--- src/jsd_pkg.sv ---
// shared constants and types for the scan packet decoder and its target end
package jsd_pkg;

   // opcode byte layout
   localparam logic [2:0] OP_TAG         = 3'h4;  // top three bits of a scan opcode
   localparam int         OP_TAG_LSB     = 5;     // position of the tag field
   localparam int         OP_FIX_EN_BIT  = 0;     // fixed_tdi_flag
   localparam int         OP_FIX_VAL_BIT = 1;     // fixed tdi level
   localparam int         OP_CAP_BIT     = 2;     // capture_tdo_flag
   localparam int         OP_TMS_BIT     = 3;     // tms level on the last cycle
   localparam int         OP_CTL_W       = 4;     // control bits kept from the opcode

   // length byte layout
   localparam int         LEN_PACKED_BIT = 7;     // set selects packed format
   localparam logic [7:0] LEN_ONE        = 8'h01; // normal length is field plus one
   localparam logic [7:0] BYTE_ZERO      = 8'h00; // cleared byte value

   // timing: tck half period as a time and as clock cycles
   localparam int         CLK_PERIOD_NS  = 10;    // engine clock period
   localparam int         TCK_HALF_NS    = 40;    // tck half period
   localparam int         TCK_HALF_CYC   = (TCK_HALF_NS + CLK_PERIOD_NS - 1) / CLK_PERIOD_NS;

   // target chain defaults
   localparam int          TGT_CHAIN_W   = 32;            // chain length in bits
   localparam logic [31:0] TGT_CHAIN_RST = 32'hc3a5_5a3c; // chain contents after reset

   // decoder states, one-hot
   typedef enum logic [4:0] {
      ST_IDLE  = 5'h01,  // waiting for an opcode
      ST_LEN   = 5'h02,  // waiting for the length byte
      ST_DATA  = 5'h04,  // waiting for a tdi data byte
      ST_SHIFT = 5'h08,  // running tck cycles
      ST_RESP  = 5'h10   // offering a captured tdo byte
   } jsd_state_e;

endpackage

--- src/jsd_link_if.sv ---
// test access port link between the scan decoder and the target chain
interface jsd_link_if;
   logic tck;        // test clock, made by the decoder
   logic tms;        // mode select
   logic tdi;        // data into the chain
   logic tdo;        // data out of the chain
   logic tap_rst_n;  // test reset, active low

   // decoder end
   modport device (
      output tck,
      output tms,
      output tdi,
      output tap_rst_n,
      input  tdo
   );

   // chain end
   modport target (
      input  tck,
      input  tms,
      input  tdi,
      input  tap_rst_n,
      output tdo
   );
endinterface

--- src/jsd_scan_engine.sv ---
// scan packet decoder: takes opcode, length and data bytes and drives the tap
// Behaviour
// length bit 7 low: scan of field plus one
// normal, not fixed: tdi from following data bytes
// normal and fixed: packet ends after length byte
// length bit 7 high: highest flag gives length
// packed, not fixed: tdi from bits below flag
// packed and fixed: tdi held at opcode level
// packed packet ends after the length byte
// source uses packed format only up to six
// consume length/8 rounded up bytes, lsb first
// source zero-fills unused bits of final byte
// opcode bit 3 sets tms on last cycle
// opcode bit 2 captures tdo every cycle
// top bits 100 mark a scan opcode
// opcode bit 0 fixes tdi at bit 1
// tms low on all cycles before last
// stall while captured byte waits for space
// one bit per tck, data byte first
// packed byte without flag runs no scan
module jsd_scan_engine #(
   parameter int TCK_HALF = jsd_pkg::TCK_HALF_CYC  // clk cycles per tck half period
) (
   // clock and reset
   input  wire logic        clk_i,
   input  wire logic        srst_i,
   // command byte stream
   input  wire logic [7:0]  cmd_data_i,
   input  wire logic        cmd_valid_i,
   output logic             cmd_ready_o,
   // captured tdo bytes
   output logic [7:0]       rsp_data_o,
   output logic             rsp_valid_o,
   input  wire logic        rsp_ready_i,
   // status
   output logic             busy_o,
   output logic             bad_len_o,
   // link
   jsd_link_if.device       link
);
   import jsd_pkg::*;

   localparam logic [7:0] PH_HIGH = 8'(TCK_HALF - 1);      // step before tck rises
   localparam logic [7:0] PH_LAST = 8'(2 * TCK_HALF - 1);  // last step of a tck period

   // state and working registers
   jsd_state_e         st_q;        // decoder state
   jsd_state_e         st_d;        // next decoder state
   logic [OP_CTL_W-1:0] op_q;       // control bits of the opcode
   logic [7:0]         len_q;       // scan length in cycles
   logic [7:0]         cyc_q;       // cycles completed
   logic [7:0]         tdi_buf_q;   // current tdi source byte
   logic               need_q;      // tdi comes from data bytes
   logic [7:0]         ph_q;        // step within a tck period
   logic [7:0]         acc_q;       // tdo bits of the current byte
   logic               tdo_s1_q;    // tdo synchroniser first stage
   logic               tdo_s2_q;    // tdo synchroniser second stage
   logic               tck_q;       // tck pin
   logic               tms_q;       // tms pin
   logic               tdi_q;       // tdi pin
   logic               trst_n_q;    // test reset pin

   // byte handshake and opcode decode
   wire take = cmd_valid_i & cmd_ready_o;  // a command byte moves this cycle
   // tag check only; the reserved bit is not checked
   wire op_hit = (cmd_data_i[7:OP_TAG_LSB] == OP_TAG);

   // opcode control bits
   wire fix_en  = op_q[OP_FIX_EN_BIT];
   wire fix_val = op_q[OP_FIX_VAL_BIT];
   wire cap_en  = op_q[OP_CAP_BIT];
   wire tms_end = op_q[OP_TMS_BIT];

   // length byte decode
   wire       packed_fmt = cmd_data_i[LEN_PACKED_BIT];
   // normal length
   wire [7:0] norm_len = 8'({1'b0, cmd_data_i[6:0]} + LEN_ONE);
   // highest flag wins
   wire [2:0] pack_len = cmd_data_i[6] ? 3'h6 :
                         cmd_data_i[5] ? 3'h5 :
                         cmd_data_i[4] ? 3'h4 :
                         cmd_data_i[3] ? 3'h3 :
                         cmd_data_i[2] ? 3'h2 :
                         cmd_data_i[1] ? 3'h1 : 3'h0;
   // no flag found
   wire       pack_bad = packed_fmt & (pack_len == 3'h0);

   // scan progress decode
   wire last_bit = (8'(cyc_q + LEN_ONE) == len_q);  // cycle in flight is the last
   wire all_done = (cyc_q == len_q);                // every cycle has run
   wire byte_end = (cyc_q[2:0] == 3'h7);            // cycle in flight ends a byte
   wire ph_last  = (ph_q == PH_LAST);               // tck period ends this cycle
   // fixed level or packet bit
   wire cur_tdi  = fix_en ? fix_val : tdi_buf_q[cyc_q[2:0]];
   // tdo bit joined into the byte
   wire [7:0] acc_nx = acc_q | 8'({7'h00, tdo_s2_q} << cyc_q[2:0]);

   // where to go once a byte boundary has been handled
   function automatic jsd_state_e after_byte(input logic fin, input logic fetch);
      if (fin) begin
         after_byte = ST_IDLE;    // packet over, next byte is an opcode
      end else if (fetch) begin
         after_byte = ST_DATA;    // next cycles, up to eight, need a new data byte
      end else begin
         after_byte = ST_SHIFT;   // same source byte keeps going
      end
   endfunction

   // next state
   always_comb begin
      st_d = st_q;
      case (st_q)
         ST_IDLE: begin
            // other packet kinds are not ours and are swallowed
            if (take && op_hit) begin
               st_d = ST_LEN;
            end
         end
         ST_LEN: begin
            if (take) begin
               if (!packed_fmt) begin
                  // fetch data first
                  // fixed tdi: two-byte packet
                  st_d = fix_en ? ST_SHIFT : ST_DATA;
               end else begin
                  // packed packet ends here
                  // invalid length: back to opcode
                  st_d = pack_bad ? ST_IDLE : ST_SHIFT;
               end
            end
         end
         ST_DATA: begin
            // byte in hand before its cycles
            if (take) begin
               st_d = ST_SHIFT;
            end
         end
         ST_SHIFT: begin
            if (ph_last) begin
               if (cap_en && (byte_end || last_bit)) begin
                  st_d = ST_RESP;
               end else begin
                  // one byte per eight cycles
                  st_d = after_byte(last_bit, need_q && byte_end);
               end
            end
         end
         ST_RESP: begin
            // hold the scan until the byte is taken
            if (rsp_ready_i) begin
               st_d = after_byte(all_done, need_q);
            end
         end
         default: begin
            st_d = ST_IDLE;
         end
      endcase
   end

   // state and stream handshake flops
   always_ff @(posedge clk_i) begin
      if (srst_i) begin
         st_q        <= ST_IDLE;
         cmd_ready_o <= 1'b0;
         busy_o      <= 1'b0;
         bad_len_o   <= 1'b0;
      end else begin
         st_q        <= st_d;
         cmd_ready_o <= (st_d == ST_IDLE) || (st_d == ST_LEN) || (st_d == ST_DATA);
         busy_o      <= (st_d != ST_IDLE);
         bad_len_o   <= (st_q == ST_LEN) && take && pack_bad;
      end
   end

   // packet fields captured from the stream
   always_ff @(posedge clk_i) begin
      if (srst_i) begin
         op_q      <= '0;
         len_q     <= BYTE_ZERO;
         tdi_buf_q <= BYTE_ZERO;
         need_q    <= 1'b0;
      end else if (take) begin
         if (st_q == ST_IDLE && op_hit) begin
            op_q <= cmd_data_i[OP_CTL_W-1:0];
         end
         if (st_q == ST_LEN) begin
            // packed bits drive tdi from bit 0; R6 ignored when fixed
            len_q     <= packed_fmt ? {5'h00, pack_len} : norm_len;
            tdi_buf_q <= cmd_data_i;
            need_q    <= !packed_fmt && !fix_en;
         end
         // unused high bits are never shifted out
         if (st_q == ST_DATA) begin
            tdi_buf_q <= cmd_data_i;
         end
      end
   end

   // cycle counter and tck period steps
   always_ff @(posedge clk_i) begin
      if (srst_i || (st_q == ST_LEN)) begin
         cyc_q <= BYTE_ZERO;
         ph_q  <= BYTE_ZERO;
      end else if (st_q == ST_SHIFT) begin
         // one bit per tck period
         ph_q <= ph_last ? BYTE_ZERO : 8'(ph_q + LEN_ONE);
         if (ph_last) begin
            cyc_q <= 8'(cyc_q + LEN_ONE);
         end
      end
   end

   // tdo synchroniser, the pin is in the tck domain
   always_ff @(posedge clk_i) begin
      if (srst_i) begin
         tdo_s1_q <= 1'b0;
         tdo_s2_q <= 1'b0;
      end else begin
         tdo_s1_q <= link.tdo;
         tdo_s2_q <= tdo_s1_q;
      end
   end

   // tdo byte assembly; bits not reached stay zero as padding
   always_ff @(posedge clk_i) begin
      if (srst_i || (st_q == ST_LEN) || (st_q == ST_RESP && rsp_ready_i)) begin
         acc_q <= BYTE_ZERO;
      end else if (st_q == ST_SHIFT && ph_last && cap_en) begin
         // sampled at the end of the high phase
         acc_q <= acc_nx;
      end
   end

   // response byte offer
   always_ff @(posedge clk_i) begin
      if (srst_i) begin
         rsp_valid_o <= 1'b0;
         rsp_data_o  <= BYTE_ZERO;
      end else if (st_q == ST_SHIFT && st_d == ST_RESP) begin
         rsp_valid_o <= 1'b1;
         rsp_data_o  <= acc_nx;
      end else if (rsp_ready_i) begin
         rsp_valid_o <= 1'b0;
      end
   end

   // link pins; tdi and tms move only while tck is low
   always_ff @(posedge clk_i) begin
      if (srst_i) begin
         tck_q    <= 1'b0;
         tms_q    <= 1'b0;
         tdi_q    <= 1'b0;
         trst_n_q <= 1'b0;
      end else begin
         trst_n_q <= 1'b1;
         // tck is gated: it runs only while a scan is shifting
         tck_q    <= (st_q == ST_SHIFT) && !ph_last && (ph_q >= PH_HIGH);
         if (st_q == ST_SHIFT && ph_q == BYTE_ZERO) begin
            tdi_q <= cur_tdi;
            // last cycle level from opcode
            // earlier cycles low
            tms_q <= last_bit & tms_end;
         end
      end
   end

   assign link.tck       = tck_q;
   assign link.tms       = tms_q;
   assign link.tdi       = tdi_q;
   assign link.tap_rst_n = trst_n_q;
endmodule

--- src/flat_wrapper.sv ---
// flat-port wrapper written by rule: the top's interface ports become plain ports
module jsd_scan_engine_flat import jsd_pkg::*;
#(
   parameter int TCK_HALF = jsd_pkg::TCK_HALF_CYC                                   
)
  (clk_i, srst_i, cmd_data_i, cmd_valid_i, cmd_ready_o, rsp_data_o, rsp_valid_o, rsp_ready_i, busy_o, bad_len_o, link_tck, link_tms, link_tdi, link_tap_rst_n, link_tdo);
  jsd_link_if link_i ();
  input  wire logic clk_i;
  input  wire logic srst_i;
  input  wire logic [7:0] cmd_data_i;
  input  wire logic cmd_valid_i;
  output logic cmd_ready_o;
  output logic [7:0] rsp_data_o;
  output logic rsp_valid_o;
  input  wire logic rsp_ready_i;
  output logic busy_o;
  output logic bad_len_o;
  output wire logic [$bits(link_i.tck)-1:0] link_tck;
  output wire logic [$bits(link_i.tms)-1:0] link_tms;
  output wire logic [$bits(link_i.tdi)-1:0] link_tdi;
  output wire logic [$bits(link_i.tap_rst_n)-1:0] link_tap_rst_n;
  input wire logic [$bits(link_i.tdo)-1:0] link_tdo;
  assign link_tck = link_i.tck;
  assign link_tms = link_i.tms;
  assign link_tdi = link_i.tdi;
  assign link_tap_rst_n = link_i.tap_rst_n;
  assign link_i.tdo = link_tdo;
  jsd_scan_engine #(.TCK_HALF(TCK_HALF)) u_core (.clk_i(clk_i), .srst_i(srst_i), .cmd_data_i(cmd_data_i), .cmd_valid_i(cmd_valid_i), .cmd_ready_o(cmd_ready_o), .rsp_data_o(rsp_data_o), .rsp_valid_o(rsp_valid_o), .rsp_ready_i(rsp_ready_i), .busy_o(busy_o), .bad_len_o(bad_len_o), .link(link_i));
endmodule
--- config.mk ---
export PLATFORM = sky130hd
export DESIGN_NAME = jsd_scan_engine_flat
export DESIGN_NICKNAME = d
export VERILOG_FILES = /design/src/jsd_pkg.sv /design/src/jsd_link_if.sv /design/src/jsd_scan_engine.sv /design/src/flat_wrapper.sv
export SDC_FILE = /design/constraint.sdc
export NUM_CORES = 1
export LEC_CHECK = 0
export BUFFER_PORTS_ARGS = -buffer_cell sky130_fd_sc_hd__buf_2
export CAP_MARGIN = 20
export CORE_MARGIN = 2
export CORE_UTILIZATION = 60
export DETAILED_ROUTE_END_ITERATION = 10
export GPL_ROUTABILITY_DRIVEN = 0
export GPL_TIMING_DRIVEN = 1
export PLACE_DENSITY_LB_ADDON = 0.12
export SYNTH_ARGS = -nofsm -noshare
export SYNTH_HDL_FRONTEND = slang
export SYNTH_SLANG_ARGS = --single-unit
--- constraint.sdc ---
create_clock -name clk_i -period 3.4 [get_ports clk_i]
set_input_delay 0.68 -clock clk_i [delete_from_list [all_inputs] [get_ports clk_i]]
set_output_delay 0.68 -clock clk_i [all_outputs]
set_load 0.01 [all_outputs]
==> results by stage <==
Timing:
- After layout, the minimum clock period comes to 2.659 ns.
- Hold timing on the final database bottoms out at a slack of 0.4433 ns.
- Derived from the worst setup path, the maximum achievable clock frequency is 376.1 MHz.
- The final number of hold-violating endpoints is 0.
- Setup repair after global routing left no endpoint under its margin.
- The final clock skew is 0.008806 ns.
- The final-layout setup total negative slack is 0 ns.
- At the pin with the least slew margin, the transition time is 0.6052 ns.
- The final setup violation count is 0.
- The final worst-path cycle share is 78.21%.
- The relative slew slack is 59.54%.
- The number of max-slew violations in the final report came to 0.

Worst hold path:
- The path class of the tightest hold or removal check is flop to flop.

Critical path:
- The worst setup path is captured at a flop.
- The critical-path maximum fanout is 12.
- The highest cell delay on the worst timing path is 0.59 ns.
- By instance count, the cell type seen most on the critical path is sky130_fd_sc_hd__ha_1.
- Traced cell by cell, the critical path runs through ha_1 > ha_1 > xnor2_1 > nand3_1 > nor3_1 > a21o_1 > and3_4 > a211oi_2.
- The number of buffer and inverter stages on the critical path is 0.
- The cell type of the slowest stage on the worst timing path is sky130_fd_sc_hd__dfxtp_1.
- The data arrival time of the worst path is 2.87 ns.
- The worst setup path is launched from a flop.
- At the worst endpoint, the required time is 3.61 ns.
- The type of the worst setup path is flop to flop.
- Broken down by cell family, the worst path's largest delay share belongs to adder cells.

GRT:
- The global routing usage summed across all routing layers is 26.29%.
- The global-route wire length before repair is 12.84 mm.
- After global routing the overflow that remains totals 0.
- The initial antenna violation count was 0.
- Entering global routing, the biggest net connects 41 pins.
- The via count of the first global-routing pass came to 2,687.

Placed design:
- Summing all placed instances gives a cell area of 0.003530 mm2.
- During placement, the flow inserted port buffers numbering 28.
- Detailed placement ended at an HPWL of 5.516 mm.

Synth:
- The library cell with the highest instance count after synthesis is sky130_fd_sc_hd__dfxtp_1.
- After synthesis the netlist holds a flip-flop and latch count of 68.
- Summing the areas of all compound-gate instances in the mapped netlist gives 16.32% of the synthesized area.
- The synthesized netlist devotes 23.07% of its cell area to simple gates.
- The synthesized netlist devotes 8.911% of its cell area to XOR and XNOR gates.
- Ranked by instance count, the synthesized netlist is headed by sky130_fd_sc_hd__dfxtp_1 (68), sky130_fd_sc_hd__nor2_1 (59), sky130_fd_sc_hd__a21oi_1 (23), sky130_fd_sc_hd__nand2_1 (23), sky130_fd_sc_hd__xor2_1 (19).
- The number of flops mapped to enable cells by yosys is 0.
- By area the synthesized netlist is led by sky130_fd_sc_hd__dfxtp_1 (40%), sky130_fd_sc_hd__nor2_1 (6.5%), sky130_fd_sc_hd__xor2_1 (4.9%), sky130_fd_sc_hd__mux2i_1 (3.8%), sky130_fd_sc_hd__a21oi_1 (3.4%).
- The share of synthesized flip-flops with an asynchronous set or reset is 0%.
- The mapped netlist covers 0.003412 mm2.
- The dominant combinational cell family by area after synthesis is simple AND/OR/NAND/NOR gates.
- The fraction of post-synthesis cell area in the top cell type by area is 39.90%.
- The fraction of the mapped netlist area in adder cells is 1.834%.
- Yosys printed 0 warnings.
- The count of mapped cells out of synthesis is 390.
- Summing the sequential cell areas from Yosys gives 39.90% of the chip area.
- The largest area contributor in the netlist is sky130_fd_sc_hd__dfxtp_1.
- The number of unique standard cell types used by synthesis is 51.
- In this run the mean area of a mapped cell was 8.749 um2.
- Of the post-synthesis cell area, the part taken by muxes is 5.134%.
- The number of nets handed over by synthesis was 408.
- The predominant post-synthesis flop cell is sky130_fd_sc_hd__dfxtp_1.

Outcome:
- The run finished with clean final reports.

Route:
- The total number of vias is 2,859.
- The count of unresolved DRC violations after routing is 0.
- The count of nets left with antenna violations once routing finished came out at 0.
- The first TritonRoute pass finished after 5 iterations.
- The violation count after the first detailed-routing iteration is 218.
- The total length of routed wires is 7.694 mm.
- After detailed routing, the average wire length per cell comes to 15.90 um.
- The number of vias per cell is 5.907.

Clock tree:
- Clock tree synthesis selected as its root buffer the cell sky130_fd_sc_hd__clkbuf_8.
- After clock tree synthesis, the flow added hold-fix buffers numbering 0.
- The number of clock buffers inserted by TritonCTS is 9.
- Counting along the longest clock path gives a buffer depth of 2.
- The clock-pin slew on the worst setup and hold paths is 0.08 ns.
- The clock tree from TritonCTS is built.
- Once the clock tree was built, the resizer swapped 0 gates to a different size.
- The clock sink count is 68.
- The count of buffers added by post-CTS timing repair for setup is 0.
- For the worst-skew pair, the clock arrives at the later sink with an insertion delay of 0.34 ns.
- The maximum level of the CTS H-tree is 3.

Floorplanning:
- The chip height is 79.41 um.
- The floorplan step defined a die boundary enclosing 0.006306 mm2.
- The initial utilization of the core area, before any placement, comes to 61.96%.
- For this design the top-level I/O count stands at 29.
- The count of standard-cell rows is 27.
- The die span in x is 79.41 um.
- The core outline area is 0.005507 mm2.

Cells and area:
- The share of the core filled with cells is 68.05%.
- After routing the design area is 0.003747 mm2.
- The growth of design area from synthesis to finish is 9.828%.
- In the final layout, flip-flops and latches occupy 0.001361 mm2.
- The combined area of the multi-input logic cells is 0.001886 mm2.
- In the final design database the tool counted 425 nets.
- The number of antenna diodes in the final layout is 0.
- The filler cells instantiated in the layout total 463.
- The share of layout cells above drive strength 1 is 15.05%.

Flow run:
- The count of maximum capacitance violations is 0.

Pwr:
- The largest voltage drop on the vdd net is 0.2647 mV.
- For this design the static power due to leakage is 1.466 nW.
- The power density over the cells is 428.6 mW/mm2.
cell families (layout without fill, tap and decap cells):
| family | count (synthesis) | after routing |
|---|---|---|
| AND/OR/NAND/NOR | 157 | 157 |
| AO/OA/AOI/OAI | 80 | 80 |
| flip-flops | 68 | 68 |
| XOR/XNOR | 33 | 33 |
| buffers and inverters | 32 | 54 |
| multiplexers | 15 | 15 |
| adder cells (fa/ha/maj) | 5 | 5 |
cell usage in the layout, fill, tap and decap left out, drive strengths merged, types with 15 or more instances in the layout:
cell type	Yosys	final
a21oi	23	23
a31oi	18	18
buf	10	32
dfxtp	68	68
nand2	23	23
nand3	15	15
nor2	59	59
nor3	18	18
xor2	19	19
path summary, 6_finish.rpt:
| path | startpoint | to | slack (ns) | depth (start not counted) |
|---|---|---|---|---|
| worst min register to register | u_core.tdo_s1_q | u_core.tdo_s2_q | 0.44 | 1 |
| worst max-delay path | u_core.cyc_q[1] | u_core.rsp_data_o[6] | 0.74 | 8 |
| worst max register to register | u_core.cyc_q[1] | u_core.rsp_data_o[6] | 0.74 | 8 |
| worst min-delay path | u_core.tdo_s1_q | u_core.tdo_s2_q | 0.44 | 1 |
power breakdown:
part	switching [W]	internal, W
clock network	0.000302	0.000433
registers	0.00000470	0.000801
logic	0.0000432	0.0000232
cell type report:
cell class	instances	share of cell area, %
sequential	68	36.33
clock inverter	4	1.937
clock buffer	12	3.873
timing repair buffer	32	4.541
tap	72	2.404
inverter	6	0.6010
multi-input combinational	290	50.32
registers in the layout (all words and copies together), names as in the netlist, 4 cells and up:
signal,count
u_core.rsp_data_o,8
u_core.acc_q,8
u_core.cyc_q,8
u_core.tdi_buf_q,8
u_core.st_q,5
u_core.len_q,8
u_core.ph_q,8
u_core.op_q,4
per-stage QoR:
stage	power [W]	worst slack (ns)	std cells
6_report	0.001606	0.7410	484
5_1_grt	0.001656	0.5409	484
4_1_cts	0.001613	0.7376	484
3_5_place_dp	0.0008890	0.7552	468
3_3_place_gp	0.0008885	0.8782	468
2_1_floorplan	0.0008656	1.110	390
worst reg2reg max path, cell delays in order, from the launching register on:
cell                       delay [ns]
sky130_fd_sc_hd__dfxtp_1         0.59
sky130_fd_sc_hd__ha_1            0.38
sky130_fd_sc_hd__ha_1            0.30
sky130_fd_sc_hd__xnor2_1         0.14
sky130_fd_sc_hd__nand3_1         0.08
sky130_fd_sc_hd__nor3_1          0.25
sky130_fd_sc_hd__a21o_1          0.34
sky130_fd_sc_hd__and3_4          0.35
sky130_fd_sc_hd__a211oi_2        0.09
per-layer routing:
metal	track usage, %	vias up	wire length, um
met5	0	-	0
li1	-	1420	-
met4	10.34	0	189
met3	5.317	16	324
met2	42.54	73	3647
met1	34.58	1350	3533
No activity file was read; power rests on OpenSTA's default activity.
